**src/hdl/tone_pkg.sv**
```systemverilog
// constants and types shared by the tone-table device and its host controller
package tone_pkg;
  // ****************************************************************
  // bus map
  // ****************************************************************
  localparam int unsigned ADDR_W             = 8;
  localparam int unsigned DATA_W             = 16;
  localparam logic [7:0]  ADDR_TONE_LOAD     = 8'hE8;
  localparam logic [7:0]  ADDR_LINK_REPORT   = 8'hEB;
  localparam logic [7:0]  ADDR_MAIN_STATUS   = 8'hE6;
  localparam int unsigned MAIN_PROG_FLAG_BIT = 13;
  localparam int unsigned MAIN_REPORT_CHG_BIT = 9;
  localparam int unsigned REP_MSG_LSB        = 10;
  localparam int unsigned REP_SNR_LSB        = 4;
  localparam int unsigned REP_MODE_LSB       = 0;
  // ****************************************************************
  // load sequence
  // ****************************************************************
  localparam logic [15:0] HDR_TX      = 16'h8000;
  localparam logic [15:0] HDR_RX      = 16'h8001;
  localparam logic [15:0] WORD_MAX    = 16'h3FFF;
  localparam int unsigned TX_WORDS    = 17;
  localparam int unsigned RX_WORDS    = 27;
  localparam int unsigned PAIRS       = 4;
  localparam int unsigned TABLE_WORDS = 16;
  localparam int unsigned TONES       = 8;
  // ****************************************************************
  // reset table: pair four = 2130 Hz + 2750 Hz at about 100 mVrms
  // ****************************************************************
  localparam logic [15:0] RST_FREQ_A  = 16'h1C68;
  localparam logic [15:0] RST_FREQ_B  = 16'h24AD;
  localparam logic [15:0] RST_LEVEL   = 16'h0B1A;
  // ****************************************************************
  // encoding and timing
  // ****************************************************************
  localparam int unsigned FREQ_SCALE_MILLI = 3414;
  localparam int unsigned LEVEL_SCALE      = 93780;
  localparam int unsigned SUPPLY_MV_DFLT   = 3300;
  localparam int unsigned CLK_PERIOD_NS    = 8;
  localparam int unsigned PROC_TIME_US     = 150;
  localparam int unsigned PROC_CYCLES      = PROC_TIME_US * 1000 / CLK_PERIOD_NS;
  localparam int unsigned PROC_CNT_W       = 15;
  // ****************************************************************
  // report codes
  // ****************************************************************
  typedef enum logic [2:0] {
    SNR_VERY_GOOD = 3'h7, SNR_GOOD = 3'h6, SNR_NORMAL = 3'h5, SNR_POOR = 3'h4,
    SNR_BAD = 3'h3, SNR_REALLY_BAD = 3'h2, SNR_UNUSED = 3'h1, SNR_UNKNOWN = 3'h0
  } snr_t;
  typedef enum logic [2:0] {
    RATE_14400 = 3'h7, RATE_12000 = 3'h6, RATE_9600_TCM = 3'h5, RATE_9600 = 3'h4,
    RATE_7200 = 3'h3, RATE_4800 = 3'h2, RATE_2400 = 3'h1, RATE_1200 = 3'h0
  } rate_t;
  typedef enum logic [2:0] {
    LINK_TRAINING = 3'h4, LINK_ANSWER_TONE = 3'h3, LINK_TX_SILENT = 3'h2,
    LINK_RX_WAIT = 3'h1, LINK_IDLE = 3'h0
  } link_state_t;
endpackage : tone_pkg

```
**src/hdl/tone_bus_if.sv**
```systemverilog
// register port between the host controller and the tone-table device
`timescale 1ns/1ps
interface tone_bus_if (
  input wire logic sys_clk
);
  logic [7:0]  addr;
  logic [15:0] wdata;
  logic        wr_stb;
  logic        rd_stb;
  logic [15:0] rdata;

  modport dev  (input addr, wdata, wr_stb, rd_stb, output rdata);
  modport host (output addr, wdata, wr_stb, rd_stb, input rdata);
endinterface : tone_bus_if

```
**src/hdl/tone_modem_dev.sv**
```systemverilog
// device end: automodem link report, main status flags and tone table loader
//
// Local design decision: the address-and-strobe port.
`timescale 1ns/1ps
module tone_modem_dev
  import tone_pkg::*;
#(
  parameter logic [PROC_CNT_W-1:0] PROC_CYCLES_P = PROC_CYCLES[PROC_CNT_W-1:0]
) (
  // clock and reset
  input  wire logic               sys_clk,
  input  wire logic               srst,
  // register port
  tone_bus_if.dev                 bus,
  // modem core side
  input  wire logic               powersave,
  input  wire logic               msg_stb,
  input  wire logic [5:0]         msg_code,
  input  wire snr_t               snr_in,
  input  wire logic               connected,
  input  wire logic [2:0]         mode_in,
  // transmit tone generator side
  output logic [15:0]             tone_word [TABLE_WORDS],
  output logic [TONES-1:0]        tone_on,
  output logic [PAIRS-1:0]        pair_on,
  output logic                    prog_flag,
  output logic                    report_chg
);
  // ****************************************************************
  // link report
  // ****************************************************************
  logic [5:0]  msg_q;
  logic [6:0]  snr_mode_q;
  logic [6:0]  snr_mode_d;
  logic [2:0]  snr_code;
  logic [2:0]  mode_code;
  logic        chg_q;
  logic        chg_set;
  logic [15:0] report_word;

  // unused snr code reads as "not yet determined"
  assign snr_code   = (snr_in == SNR_UNUSED) ? SNR_UNKNOWN : snr_in;
  // idle-group codes above training are unused; shown as idle
  assign mode_code  = connected ? mode_in
                    : (mode_in > LINK_TRAINING) ? LINK_IDLE : mode_in;
  assign snr_mode_d = {snr_code, 1'b0, mode_code};
  assign chg_set    = msg_stb || (snr_mode_d != snr_mode_q);
  assign report_word = {msg_q, 3'h0, snr_mode_q};

  always_ff @(posedge sys_clk) begin
    if (srst) begin
      msg_q      <= 6'h00;
      snr_mode_q <= 7'h00;
    end else begin
      if (msg_stb) begin
        msg_q <= msg_code;
      end
      snr_mode_q <= snr_mode_d;
    end
  end

  // ****************************************************************
  // register decode
  // ****************************************************************
  logic        wr_load;
  logic        rd_main;
  logic        rd_report;
  logic [15:0] rdata_d;
  logic        flag_q;
  logic [15:0] main_word;

  // writes while the flag is low are dropped, the host must poll first
  assign wr_load   = bus.wr_stb && (bus.addr == ADDR_TONE_LOAD) && flag_q;
  assign rd_main   = bus.rd_stb && (bus.addr == ADDR_MAIN_STATUS);
  assign rd_report = bus.rd_stb && (bus.addr == ADDR_LINK_REPORT);
  always_comb begin
    main_word                      = 16'h0000;
    main_word[MAIN_PROG_FLAG_BIT]  = flag_q;
    main_word[MAIN_REPORT_CHG_BIT] = chg_q;
  end
  assign rdata_d = rd_main   ? main_word
                 : rd_report ? report_word : 16'h0000;

  // change bit is sticky until the main status is read; a new change wins
  always_ff @(posedge sys_clk) begin
    if (srst) begin
      chg_q     <= 1'b0;
      bus.rdata <= 16'h0000;
    end else begin
      chg_q     <= chg_set || (chg_q && !rd_main);
      bus.rdata <= rdata_d;
    end
  end

  // ****************************************************************
  // programming handshake
  // ****************************************************************
  logic [PROC_CNT_W-1:0] proc_cnt_q;

  always_ff @(posedge sys_clk) begin
    if (srst) begin
      flag_q     <= 1'b1;
      proc_cnt_q <= '0;
    end else if (wr_load) begin
      flag_q     <= 1'b0;
      proc_cnt_q <= PROC_CYCLES_P - 1'b1;
    end else if (!flag_q) begin
      if (proc_cnt_q == '0) begin
        flag_q <= 1'b1;
      end
      proc_cnt_q <= proc_cnt_q - 1'b1;
    end
  end

  // ****************************************************************
  // word sequencer and tone table
  // ****************************************************************
  logic [4:0] word_cnt_q;
  logic       rx_load_q;
  logic       is_hdr_tx;
  logic       is_hdr_rx;
  logic       store;
  logic [3:0] store_idx;

  assign is_hdr_tx = (bus.wdata == HDR_TX);
  assign is_hdr_rx = (bus.wdata == HDR_RX);
  // words outside the value range or past the end are ignored
  assign store     = wr_load && !is_hdr_tx && !is_hdr_rx && !rx_load_q
                   && (word_cnt_q != 5'h00) && (word_cnt_q < 5'(TX_WORDS))
                   && (bus.wdata <= WORD_MAX);
  assign store_idx = 4'(word_cnt_q - 5'h01);

  always_ff @(posedge sys_clk) begin
    if (srst || powersave) begin
      word_cnt_q <= 5'h00;
      rx_load_q  <= 1'b0;
    end else if (wr_load) begin
      if (is_hdr_tx || is_hdr_rx) begin
        word_cnt_q <= 5'h01;
        rx_load_q  <= is_hdr_rx;
      end else if (word_cnt_q != 5'h00 && word_cnt_q < 5'(RX_WORDS)) begin
        // the receive detector coefficients go to the detector core, not here
        word_cnt_q <= word_cnt_q + 5'h01;
      end
    end
  end

  // reset and powersave restore the power-up table
  always_ff @(posedge sys_clk) begin
    if (srst || powersave) begin
      for (int i = 0; i < TABLE_WORDS; i++) begin
        tone_word[i] <= 16'h0000;
      end
      tone_word[12] <= RST_FREQ_A;
      tone_word[13] <= RST_LEVEL;
      tone_word[14] <= RST_FREQ_B;
      tone_word[15] <= RST_LEVEL;
    end else if (store) begin
      tone_word[store_idx] <= bus.wdata;
    end
  end

  // ****************************************************************
  // tone enables
  // ****************************************************************
  logic [TONES-1:0] tone_on_d;
  logic [PAIRS-1:0] pair_on_d;

  always_comb begin
    for (int t = 0; t < TONES; t++) begin
      tone_on_d[t] = (tone_word[2*t] != 16'h0000)
                  || (tone_word[2*t+1] != 16'h0000);
    end
    for (int p = 0; p < PAIRS; p++) begin
      pair_on_d[p] = tone_on_d[2*p] || tone_on_d[2*p+1];
    end
  end

  always_ff @(posedge sys_clk) begin
    if (srst) begin
      tone_on    <= '0;
      pair_on    <= '0;
      prog_flag  <= 1'b1;
      report_chg <= 1'b0;
    end else begin
      tone_on    <= tone_on_d;
      pair_on    <= pair_on_d;
      prog_flag  <= flag_q;
      report_chg <= chg_q;
    end
  end
endmodule : tone_modem_dev

```
**src/flat_wrapper.sv**
```systemverilog
// flat-port wrapper written by rule: the top's interface ports become plain ports
module tone_modem_dev_flat import tone_pkg::*;
#(
  parameter logic [PROC_CNT_W-1:0] PROC_CYCLES_P = PROC_CYCLES[PROC_CNT_W-1:0]
)
  (sys_clk, srst, powersave, msg_stb, msg_code, snr_in, connected, mode_in, tone_word, tone_on, pair_on, prog_flag, report_chg, bus_addr, bus_wdata, bus_wr_stb, bus_rd_stb, bus_rdata);
  tone_bus_if bus_i (.sys_clk(sys_clk));
  input  wire logic sys_clk;
  input  wire logic srst;
  input  wire logic powersave;
  input  wire logic msg_stb;
  input  wire logic [5:0] msg_code;
  input  wire snr_t snr_in;
  input  wire logic connected;
  input  wire logic [2:0] mode_in;
  output logic [15:0] tone_word[TABLE_WORDS];
  output logic [TONES-1:0] tone_on;
  output logic [PAIRS-1:0] pair_on;
  output logic prog_flag;
  output logic report_chg;
  input wire logic [$bits(bus_i.addr)-1:0] bus_addr;
  input wire logic [$bits(bus_i.wdata)-1:0] bus_wdata;
  input wire logic [$bits(bus_i.wr_stb)-1:0] bus_wr_stb;
  input wire logic [$bits(bus_i.rd_stb)-1:0] bus_rd_stb;
  output wire logic [$bits(bus_i.rdata)-1:0] bus_rdata;
  assign bus_i.addr = bus_addr;
  assign bus_i.wdata = bus_wdata;
  assign bus_i.wr_stb = bus_wr_stb;
  assign bus_i.rd_stb = bus_rd_stb;
  assign bus_rdata = bus_i.rdata;
  tone_modem_dev #(.PROC_CYCLES_P(PROC_CYCLES_P)) u_core (.sys_clk(sys_clk), .srst(srst), .bus(bus_i), .powersave(powersave), .msg_stb(msg_stb), .msg_code(msg_code), .snr_in(snr_in), .connected(connected), .mode_in(mode_in), .tone_word(tone_word), .tone_on(tone_on), .pair_on(pair_on), .prog_flag(prog_flag), .report_chg(report_chg));
endmodule
```
**config.mk**
```make
export PLATFORM = sky130hd
export DESIGN_NAME = tone_modem_dev_flat
export DESIGN_NICKNAME = d
export VERILOG_FILES = /design/src/hdl/tone_pkg.sv /design/src/hdl/tone_bus_if.sv /design/src/hdl/tone_modem_dev.sv /design/src/flat_wrapper.sv
export SDC_FILE = /design/constraint.sdc
export NUM_CORES = 1
export LEC_CHECK = 0
export BUFFER_PORTS_ARGS = -buffer_cell sky130_fd_sc_hd__buf_2
export CAP_MARGIN = 20
export CELL_PAD_IN_SITES_DETAIL_PLACEMENT = 0
export CELL_PAD_IN_SITES_GLOBAL_PLACEMENT = 1
export CORE_MARGIN = 2
export CORE_UTILIZATION = 30
export CTS_CLUSTER_SIZE = 12
export DETAILED_ROUTE_END_ITERATION = 6
export GPL_TIMING_DRIVEN = 0
export PLACE_DENSITY = 0.69
export SLEW_MARGIN = 0
export SYNTH_ARGS = -nofsm -noshare
export SYNTH_HDL_FRONTEND = slang
export SYNTH_SLANG_ARGS = --single-unit
```
**constraint.sdc**
```tcl
create_clock -name sys_clk -period 2.7 [get_ports sys_clk]
set_clock_uncertainty 0.1 [all_clocks]
set_input_delay 0.135 -clock sys_clk [delete_from_list [all_inputs] [get_ports sys_clk]]
set_output_delay 0.135 -clock sys_clk [all_outputs]
set_load 0.01 [all_outputs]
```
==> metrics.md, run 1 <==
| Metric | Value |
|---|---|
| Final Util | `40.6%` |
| Core area | `40700 sq um` |
| Post-Synthesis Cells | `1227` |
| Tightest Hold Check Type | `primary input to register` |
| Final hold violation count | `0` |
| Final worst setup slack | `~0.12 ns` |
| Die Ht | `just over 200 microns` |
| Worst-Skew Late Latency | `0.56 ns` |
| Static Leak | `8.64 nW` |
| Synthesized area per cell | `10.1 sq um` |
| Yosys warns | `0` |
| Clk root buf | `clkbuf_16` |
| Cell taking the most area after synthesis | `dfxtp_1` |
| Syn Std Cell Area | `12400 sq um` |
| Main combinational cell family by area after synthesis | `simple AND/OR/NAND/NOR gates` |
| Synth top area cells | `dfxtp_1 (51%), mux2i_1 (19%), nand2_1 (7.7%)` |
| CP Launch Point | `u_core.word_cnt_q[1]$_SDFFE_PP0P_` |
| Fin Hold WS | `0.0530 ns` |
| WHS Endpoint | `u_core.rx_load_q$_SDFFE_PP0P_` |
| Via/cell ratio | `4.90` |
| Die Area | `42900 sq um` |
| Adder-Cell Fraction of Synth Area | `0.708%` |
| Slew margin rel. | `between 30 and 40%` |
| Worst Hold Depth | `5` |
| Post-route DRC | `0` |
| Antenna violations before repair | `1` |
| FF-to-FF path depth | `8` |
| Htree depth | `2` |
| Status | `finished clean` |
| Clock sink total | `318` |
| Grt total ovfl | `0` |
| Flop2flop setup slack | `0.12 ns` |
| Via count | `10786` |
| Starting Density | `30.4%` |
| Dominant synthesized flop cell | `dfxtp_1` |
| Clock slew at reported path FFs | `approximately 0.06 ns` |
| Area fraction of the dominant cell type after synthesis | `51.5%` |
| Xor/xnor cell area share of the yosys netlist | `less than 1%` |
| # setup viols final | `0` |
| Max-cap viol count | `0` |
| DRT Wirelength | `46100 microns` |
| CP Max Fanout | `10` |
| DRT antenna net count | `0` |
| Max Fclk | `about 0.39 GHz` |
| Worst reg2reg path endpoint | `u_core.tone_word[76]$_SDFFE_PP0P_` |
| Final min period | `about 2.6 ns` |
| Chip Width | `around 210 microns` |
| Seq/Total Area, Yosys | `51.5%` |
| EDFF count, synth | `0` |
| NumNets Final | `1694` |
| IO buf count | `323` |
| Commonest non-fill, non-tap cell in the layout | `buf_2` |
| Row count | `74` |
| Critical Path End Type | `register` |
| Tightest Pin Transition | `1.02 ns` |
| Largest net degree at the start of global routing | `13` |
| CP startpoint kind | `register` |
| Share of layout cells above drive strength 1 | `27.6%` |
| Layout area overhead | `33.6%` |
| Unique masters post-synth | `54` |
| Critical Path AT | `2.87 ns` |
| Fin. max-slew vios | `0` |
| Fraction of registers with async set or reset after synthesis | `0%` |
| Compound-Gate Fraction of Synth Area | `under 10%` |
| Critical setup path kind | `register to register` |
| Post-synthesis register bit count | `318` |
| Wire per inst | `approximately 21 microns` |
| 1st-iter DRT viols | `490` |
| GPL Wtd Cong | `0.813` |
| Worst VDD drop | `0.327 mV` |
| CTS tree | `yes` |
| Multiplexer area fraction after synthesis | `between 10% and 20%` |
| Critical Path RT | `2.99 ns` |
| Overall Global Routing Usage | `20.7%` |
| Most frequent cells in the layout | `buf_2 (332), dfxtp_1 (317), nand2_1 (253), mux2i_1 (230), nor4_1 (79)` |
| Vias in the first global route | `10454` |
| Reg2Reg Launch Point | `u_core.word_cnt_q[1]$_SDFFE_PP0P_` |
| CTS buffer count | `38` |
| First-pass iteration count of the detailed router | `5` |
| Diodes inserted | `0` |
| Detailed placement HPWL | `32900 microns` |
| Post-Place Worst Slack | `-0.190 ns` |
| Max Root-Sink Buffers | `3` |
| Final critical-path share of the clock period | `95.7%` |
| IO Pins | `329` |
| PD cells | `622 nW/um^2` |
| Min-delay src | `bus_wdata[14]` |
| Setup TNS | `0 ns` |
| Post-Synth Simple-Gate Area | `22.1%` |
| First-pass GRT wire length | `~67000 microns` |
registers in the layout, summed over array words and instances, names as in the netlist:
signal,cells
u_core.pair_on,4
u_core.prog_flag,1
u_core.snr_mode_q,6
u_core.report_chg,1
u_core.proc_cnt_q,15
u_core.word_cnt_q,5
u_core.bus.rdata,13
u_core.chg_q,1
u_core.rx_load_q,1
u_core.flag_q,1
u_core.tone_word,256
u_core.tone_on,8
u_core.msg_q,6
where the power goes:
| part | total (mW) | switching [mW] | internal [mW] |
|---|---|---|---|
| clock | 5.17 | 2.09 | 3.09 |
| sequential | 4.72 | 0.00816 | 4.71 |
| combinational | 0.385 | 0.262 | 0.123 |
| total | 10.3 | 2.36 | 7.92 |
per-layer routing:
metal	vias to the layer above	GRT usage, %	part of all wire, %
met2	361	34.4	47
met3	85	4.50	6.1
met4	0	7.04	2.8
met5	-	0	0
met1	5215	26.4	44
li1	5125	-	-
metrics by stage:
stage / instances / power (mW) / instance area (sq um)
2_1_floorplan: 1229 / 4.97 / 12400
3_3_place_gp: 2084 / 5.14 / 14700
3_5_place_dp: 2085 / 5.15 / 14700
4_1_cts: 2198 / 10.4 / 16400
5_1_grt: 2203 / 10.6 / 16500
6_report: 2203 / 10.3 / 16500
timing repair:
item | CTS | global route
pin swaps | 1 | 0
endpoints found under the hold margin | 52 | 0
resized for setup | 0 | 32
hold buffers | 42 | 0
setup buffers | 4 | 4
endpoints found under the setup margin | 135 | 124
how the worst max path moves through the flow:
stage | end | slack, ns | cells after the start
after floorplan | u_core.tone_word[164]$_SDFFE_PP0P_ | 0.27 | 7
after global placement | u_core.tone_word[171]$_SDFFE_PP0P_ | -0.18 | 7
after detailed placement | u_core.tone_word[169]$_SDFFE_PP0P_ | -0.19 | 7
after CTS | u_core.tone_word[75]$_SDFFE_PP0P_ | -0.12 | 8
after global routing | u_core.tone_word[72]$_SDFFE_PP0P_ | -0.02 | 8
final | u_core.tone_word[76]$_SDFFE_PP0P_ | 0.12 | 8
cell usage after synthesis (all sizes together), types with 10 or more instances:
cell	instances
nor2	65
mux2i	232
nand4	19
dfxtp	318
clkbuf	58
nor3	15
nand2	253
nor4	81
and3	33
a211oi	10
a21oi	11
buf	27
and2	14
final cells by class:
type | count | area (sq um)
Buffer | 85 | 420
Multi-Input combinational cell | 819 | 5650
Sequential cell | 318 | 6370
Clock inverter | 16 | 189
Inverter | 7 | 26.3
Clock buffer | 51 | 1070
Tap cell | 532 | 666
Timing Repair Buffer | 375 | 2130
Fill cell | 4094 | 24200
critical path: stages (launching register included):
cell	delay, ns
dfxtp_1	0.47
inv_1	0.15
ha_1	0.21
xnor2_1	0.29
nor3b_1	0.25
buf_4	0.29
nand4_4	0.27
buf_6	0.26
mux2i_1	0.12
cells by family (layout without fill, tap and decap cells):
kind of cell,count (synthesis),in the layout
XOR/XNOR,11,11
adder cells (fa/ha/maj),7,7
multiplexers,232,232
buffers and inverters,92,534
AND/OR/NAND/NOR,522,522
flip-flops,318,318
AO/OA/AOI/OAI,44,44
other,1,3
(Power assumes the default switching activity.)
==> inputs of run 2 (changes only) <==
--- a/config.mk
+++ b/config.mk
@@ -14,7 +14,7 @@
 export CTS_CLUSTER_SIZE = 12
 export DETAILED_ROUTE_END_ITERATION = 6
 export GPL_TIMING_DRIVEN = 0
-export PLACE_DENSITY = 0.69
+export PLACE_DENSITY = 0.73
 export SLEW_MARGIN = 0
 export SYNTH_ARGS = -nofsm -noshare
 export SYNTH_HDL_FRONTEND = slang
==> run 2 against run 1 <==
- register-to-register slack improved by 0.03 ns
- worst hold slack got worse by 0.033 ns
- sequential power barely moved
- clock-buffer cell count rose by 2
- critical path depth fell by 1
- worst setup slack improved by 0.026 ns
- die area did not move
- routed wire length fell by 1.6%
- largest cell class unchanged
- highest routed layer unchanged
==> metrics.md, run 2 (synthesis results as in run 1) <==
| Metric | Value |
|---|---|
| Core area | `~41000 sq um` |
| Max Fclk | `0.391 GHz` |
| DRT Wirelength | `45400 microns` |
| Max-cap viol count | `0` |
| Worst VDD drop | `0.396 mV` |
| Largest Register | `u_core.tone_word` |
| Final min period | `2.56 ns` |
| Status | `finished clean` |
| Flop2flop setup slack | `approximately 0.14 ns` |
| Final critical-path share of the clock period | `94.8%` |
| Layout area overhead | `31.8%` |
| Critical Path RT | `3.01 ns` |
| Critical setup path kind | `register to register` |
| Die Ht | `207 microns` |
| NumNets Final | `between 1500 and 2000` |
| Row count | `74` |
| First-pass GRT wire length | `between 60000 and 70000 microns` |
| IO Pins | `329` |
| Critical path endpoint | `u_core.tone_word[106]$_SDFFE_PP0P_` |
| Reg2Reg Launch Point | `u_core.word_cnt_q[0]$_SDFFE_PP0P_` |
| Wire per inst | `20.8 microns` |
| Final Instance Count excl. Fillers | `2186` |
| # setup viols final | `0` |
| Area after DPL | `14700 sq um` |
| Largest net degree at the start of global routing | `13` |
| FF-to-FF path depth | `7` |
| Worst-Skew Late Latency | `about 0.55 ns` |
| Design area | `16300 sq um` |
| Clock sink total | `~320` |
| CTS buffer count | `36` |
| Via count | `10735` |
| Share of layout cells above drive strength 1 | `26.7%` |
| Fin. max-slew vios | `0` |
| Commonest non-fill, non-tap cell in the layout | `buf_2` |
| RSZ-0062 raised after global routing | `yes` |
| First-pass iteration count of the detailed router | `7` |
| Chip Width | `207 microns` |
| Via/cell ratio | `a little under 5` |
| Post-route DRC | `0` |
| Biggest regs | `u_core.tone_word: 256 flops, u_core.proc_cnt_q: 15 flops, u_core.bus.rdata: 13 flops` |
| CP Max Fanout | `10` |
| Overall Global Routing Usage | `20.5%` |
| Final worst setup slack | `0.141 ns` |
| Static Leak | `8.54 nW` |
| Die Area | `~43000 sq um` |
| PD cells | `608 nW/um^2` |
| Detailed placement HPWL | `32800 microns` |
| Worst reg2reg path endpoint | `u_core.tone_word[106]$_SDFFE_PP0P_` |
| Most frequent cells in the layout | `buf_2 (332), dfxtp_1 (316), nand2_1 (253), mux2i_1 (230), nor4_1 (81)` |
| Placed cells | `2085` |
| Critical Path AT | `around 2.9 ns` |
| Diodes inserted | `0` |
| Vias in the first global route | `10500` |
| Final hold violation count | `0` |
| 1st-iter DRT viols | `a little under 600` |
| GPL Wtd Cong | `around 0.84` |
| Tightest Pin Transition | `around 1.2 ns` |
| Setup TNS | `0 ns` |
| Power Total | `about 10 mW` |
| Clk root buf | `clkbuf_16` |
| Slew margin rel. | `21.4%` |
| Post-Place Worst Slack | `-0.135 ns` |
| CTS tree | `yes` |
| IO buf count | `roughly 320` |
| Max Root-Sink Buffers | `3` |
| Grt total ovfl | `0` |
| Clock slew at reported path FFs | `about 0.060 ns` |
| Critical Path End Type | `register` |
| Htree depth | `2` |
| CP startpoint kind | `register` |
| CP Launch Point | `u_core.word_cnt_q[0]$_SDFFE_PP0P_` |
| Antenna violations before repair | `2` |
| Max FFs per register | `between 200 and 300` |
| DRT antenna net count | `0` |
| Starting Density | `30.4%` |
| Tightest Hold Check Type | `primary input to register` |
-- run 2: through the flow --
stage               utilization, %  hold WS, ns
finish                        40.0       0.0198
global route                  40.0       0.0178
CTS                           39.8     0.000532
detailed placement            36.0        0.283
global placement              36.0        0.276
floorplan                        -        0.157
-- run 2: worst min path at each step --
stage / start / to / slack (ns) / depth (start not counted)
2_1_floorplan: mode_in[0] / u_core.snr_mode_q[0]$_SDFF_PP0_ / 0.16 / 1
3_3_place_gp: msg_code[3] / u_core.msg_q[3]$_SDFFE_PP0P_ / 0.28 / 3
3_5_place_dp: msg_code[0] / u_core.msg_q[0]$_SDFFE_PP0P_ / 0.28 / 3
4_1_cts: msg_stb / u_core.msg_q[1]$_SDFFE_PP0P_ / 0.0005 / 3
5_1_grt: msg_stb / u_core.msg_q[2]$_SDFFE_PP0P_ / 0.02 / 3
6_report: msg_stb / u_core.msg_q[1]$_SDFFE_PP0P_ / 0.02 / 3
-- run 2: metal layers --
metal / wire (microns) / share of wire [%] / GRT usage, % / vias up
met2: 21200 / 47 / 33.6 / 387
met5: 0 / 0 / 0 / -
li1: - / - / - / 5100
met3: 3190 / 7.0 / 4.99 / 71
met1: 19500 / 43 / 25.9 / 5177
met4: 1510 / 3.3 / 8.23 / 0
-- run 2: power breakdown --
group	switching, mW	internal [mW]	total, mW
registers	0.00822	4.71	4.71
clock network	1.97	2.85	4.82
logic	0.256	0.115	0.371
total	2.23	7.67	9.91
-- run 2: area by class of cell --
class / instances / area, sq um
buffer: 82 / 403
timing repair buffer: 365 / 2060
inverter: 7 / 26.3
tap: 532 / 666
sequential: 318 / 6370
fill: 4089 / 24400
clock buffer: 53 / 1040
multi-input combinational: 819 / 5630
clock inverter: 10 / 108
-- run 2: timing repair --
| item | CTS | global route |
|---|---|---|
| hold buffers | 37 | 0 |
| pin swaps | 1 | 0 |
| buffers inserted | 1 | 2 |
| gates resized for setup | 0 | 13 |
| hold endpoints to repair | 58 | 0 |
| setup endpoints to repair | 138 | 167 |
-- run 2: critical path, stage by stage, from the launching register on --
cell and delay, ns:
dfxtp_2 0.38, inv_1 0.12, ha_1 0.15, inv_1 0.04
a41oi_1 0.78, nand4_4 0.39, buf_4 0.32, mux2i_1 0.14
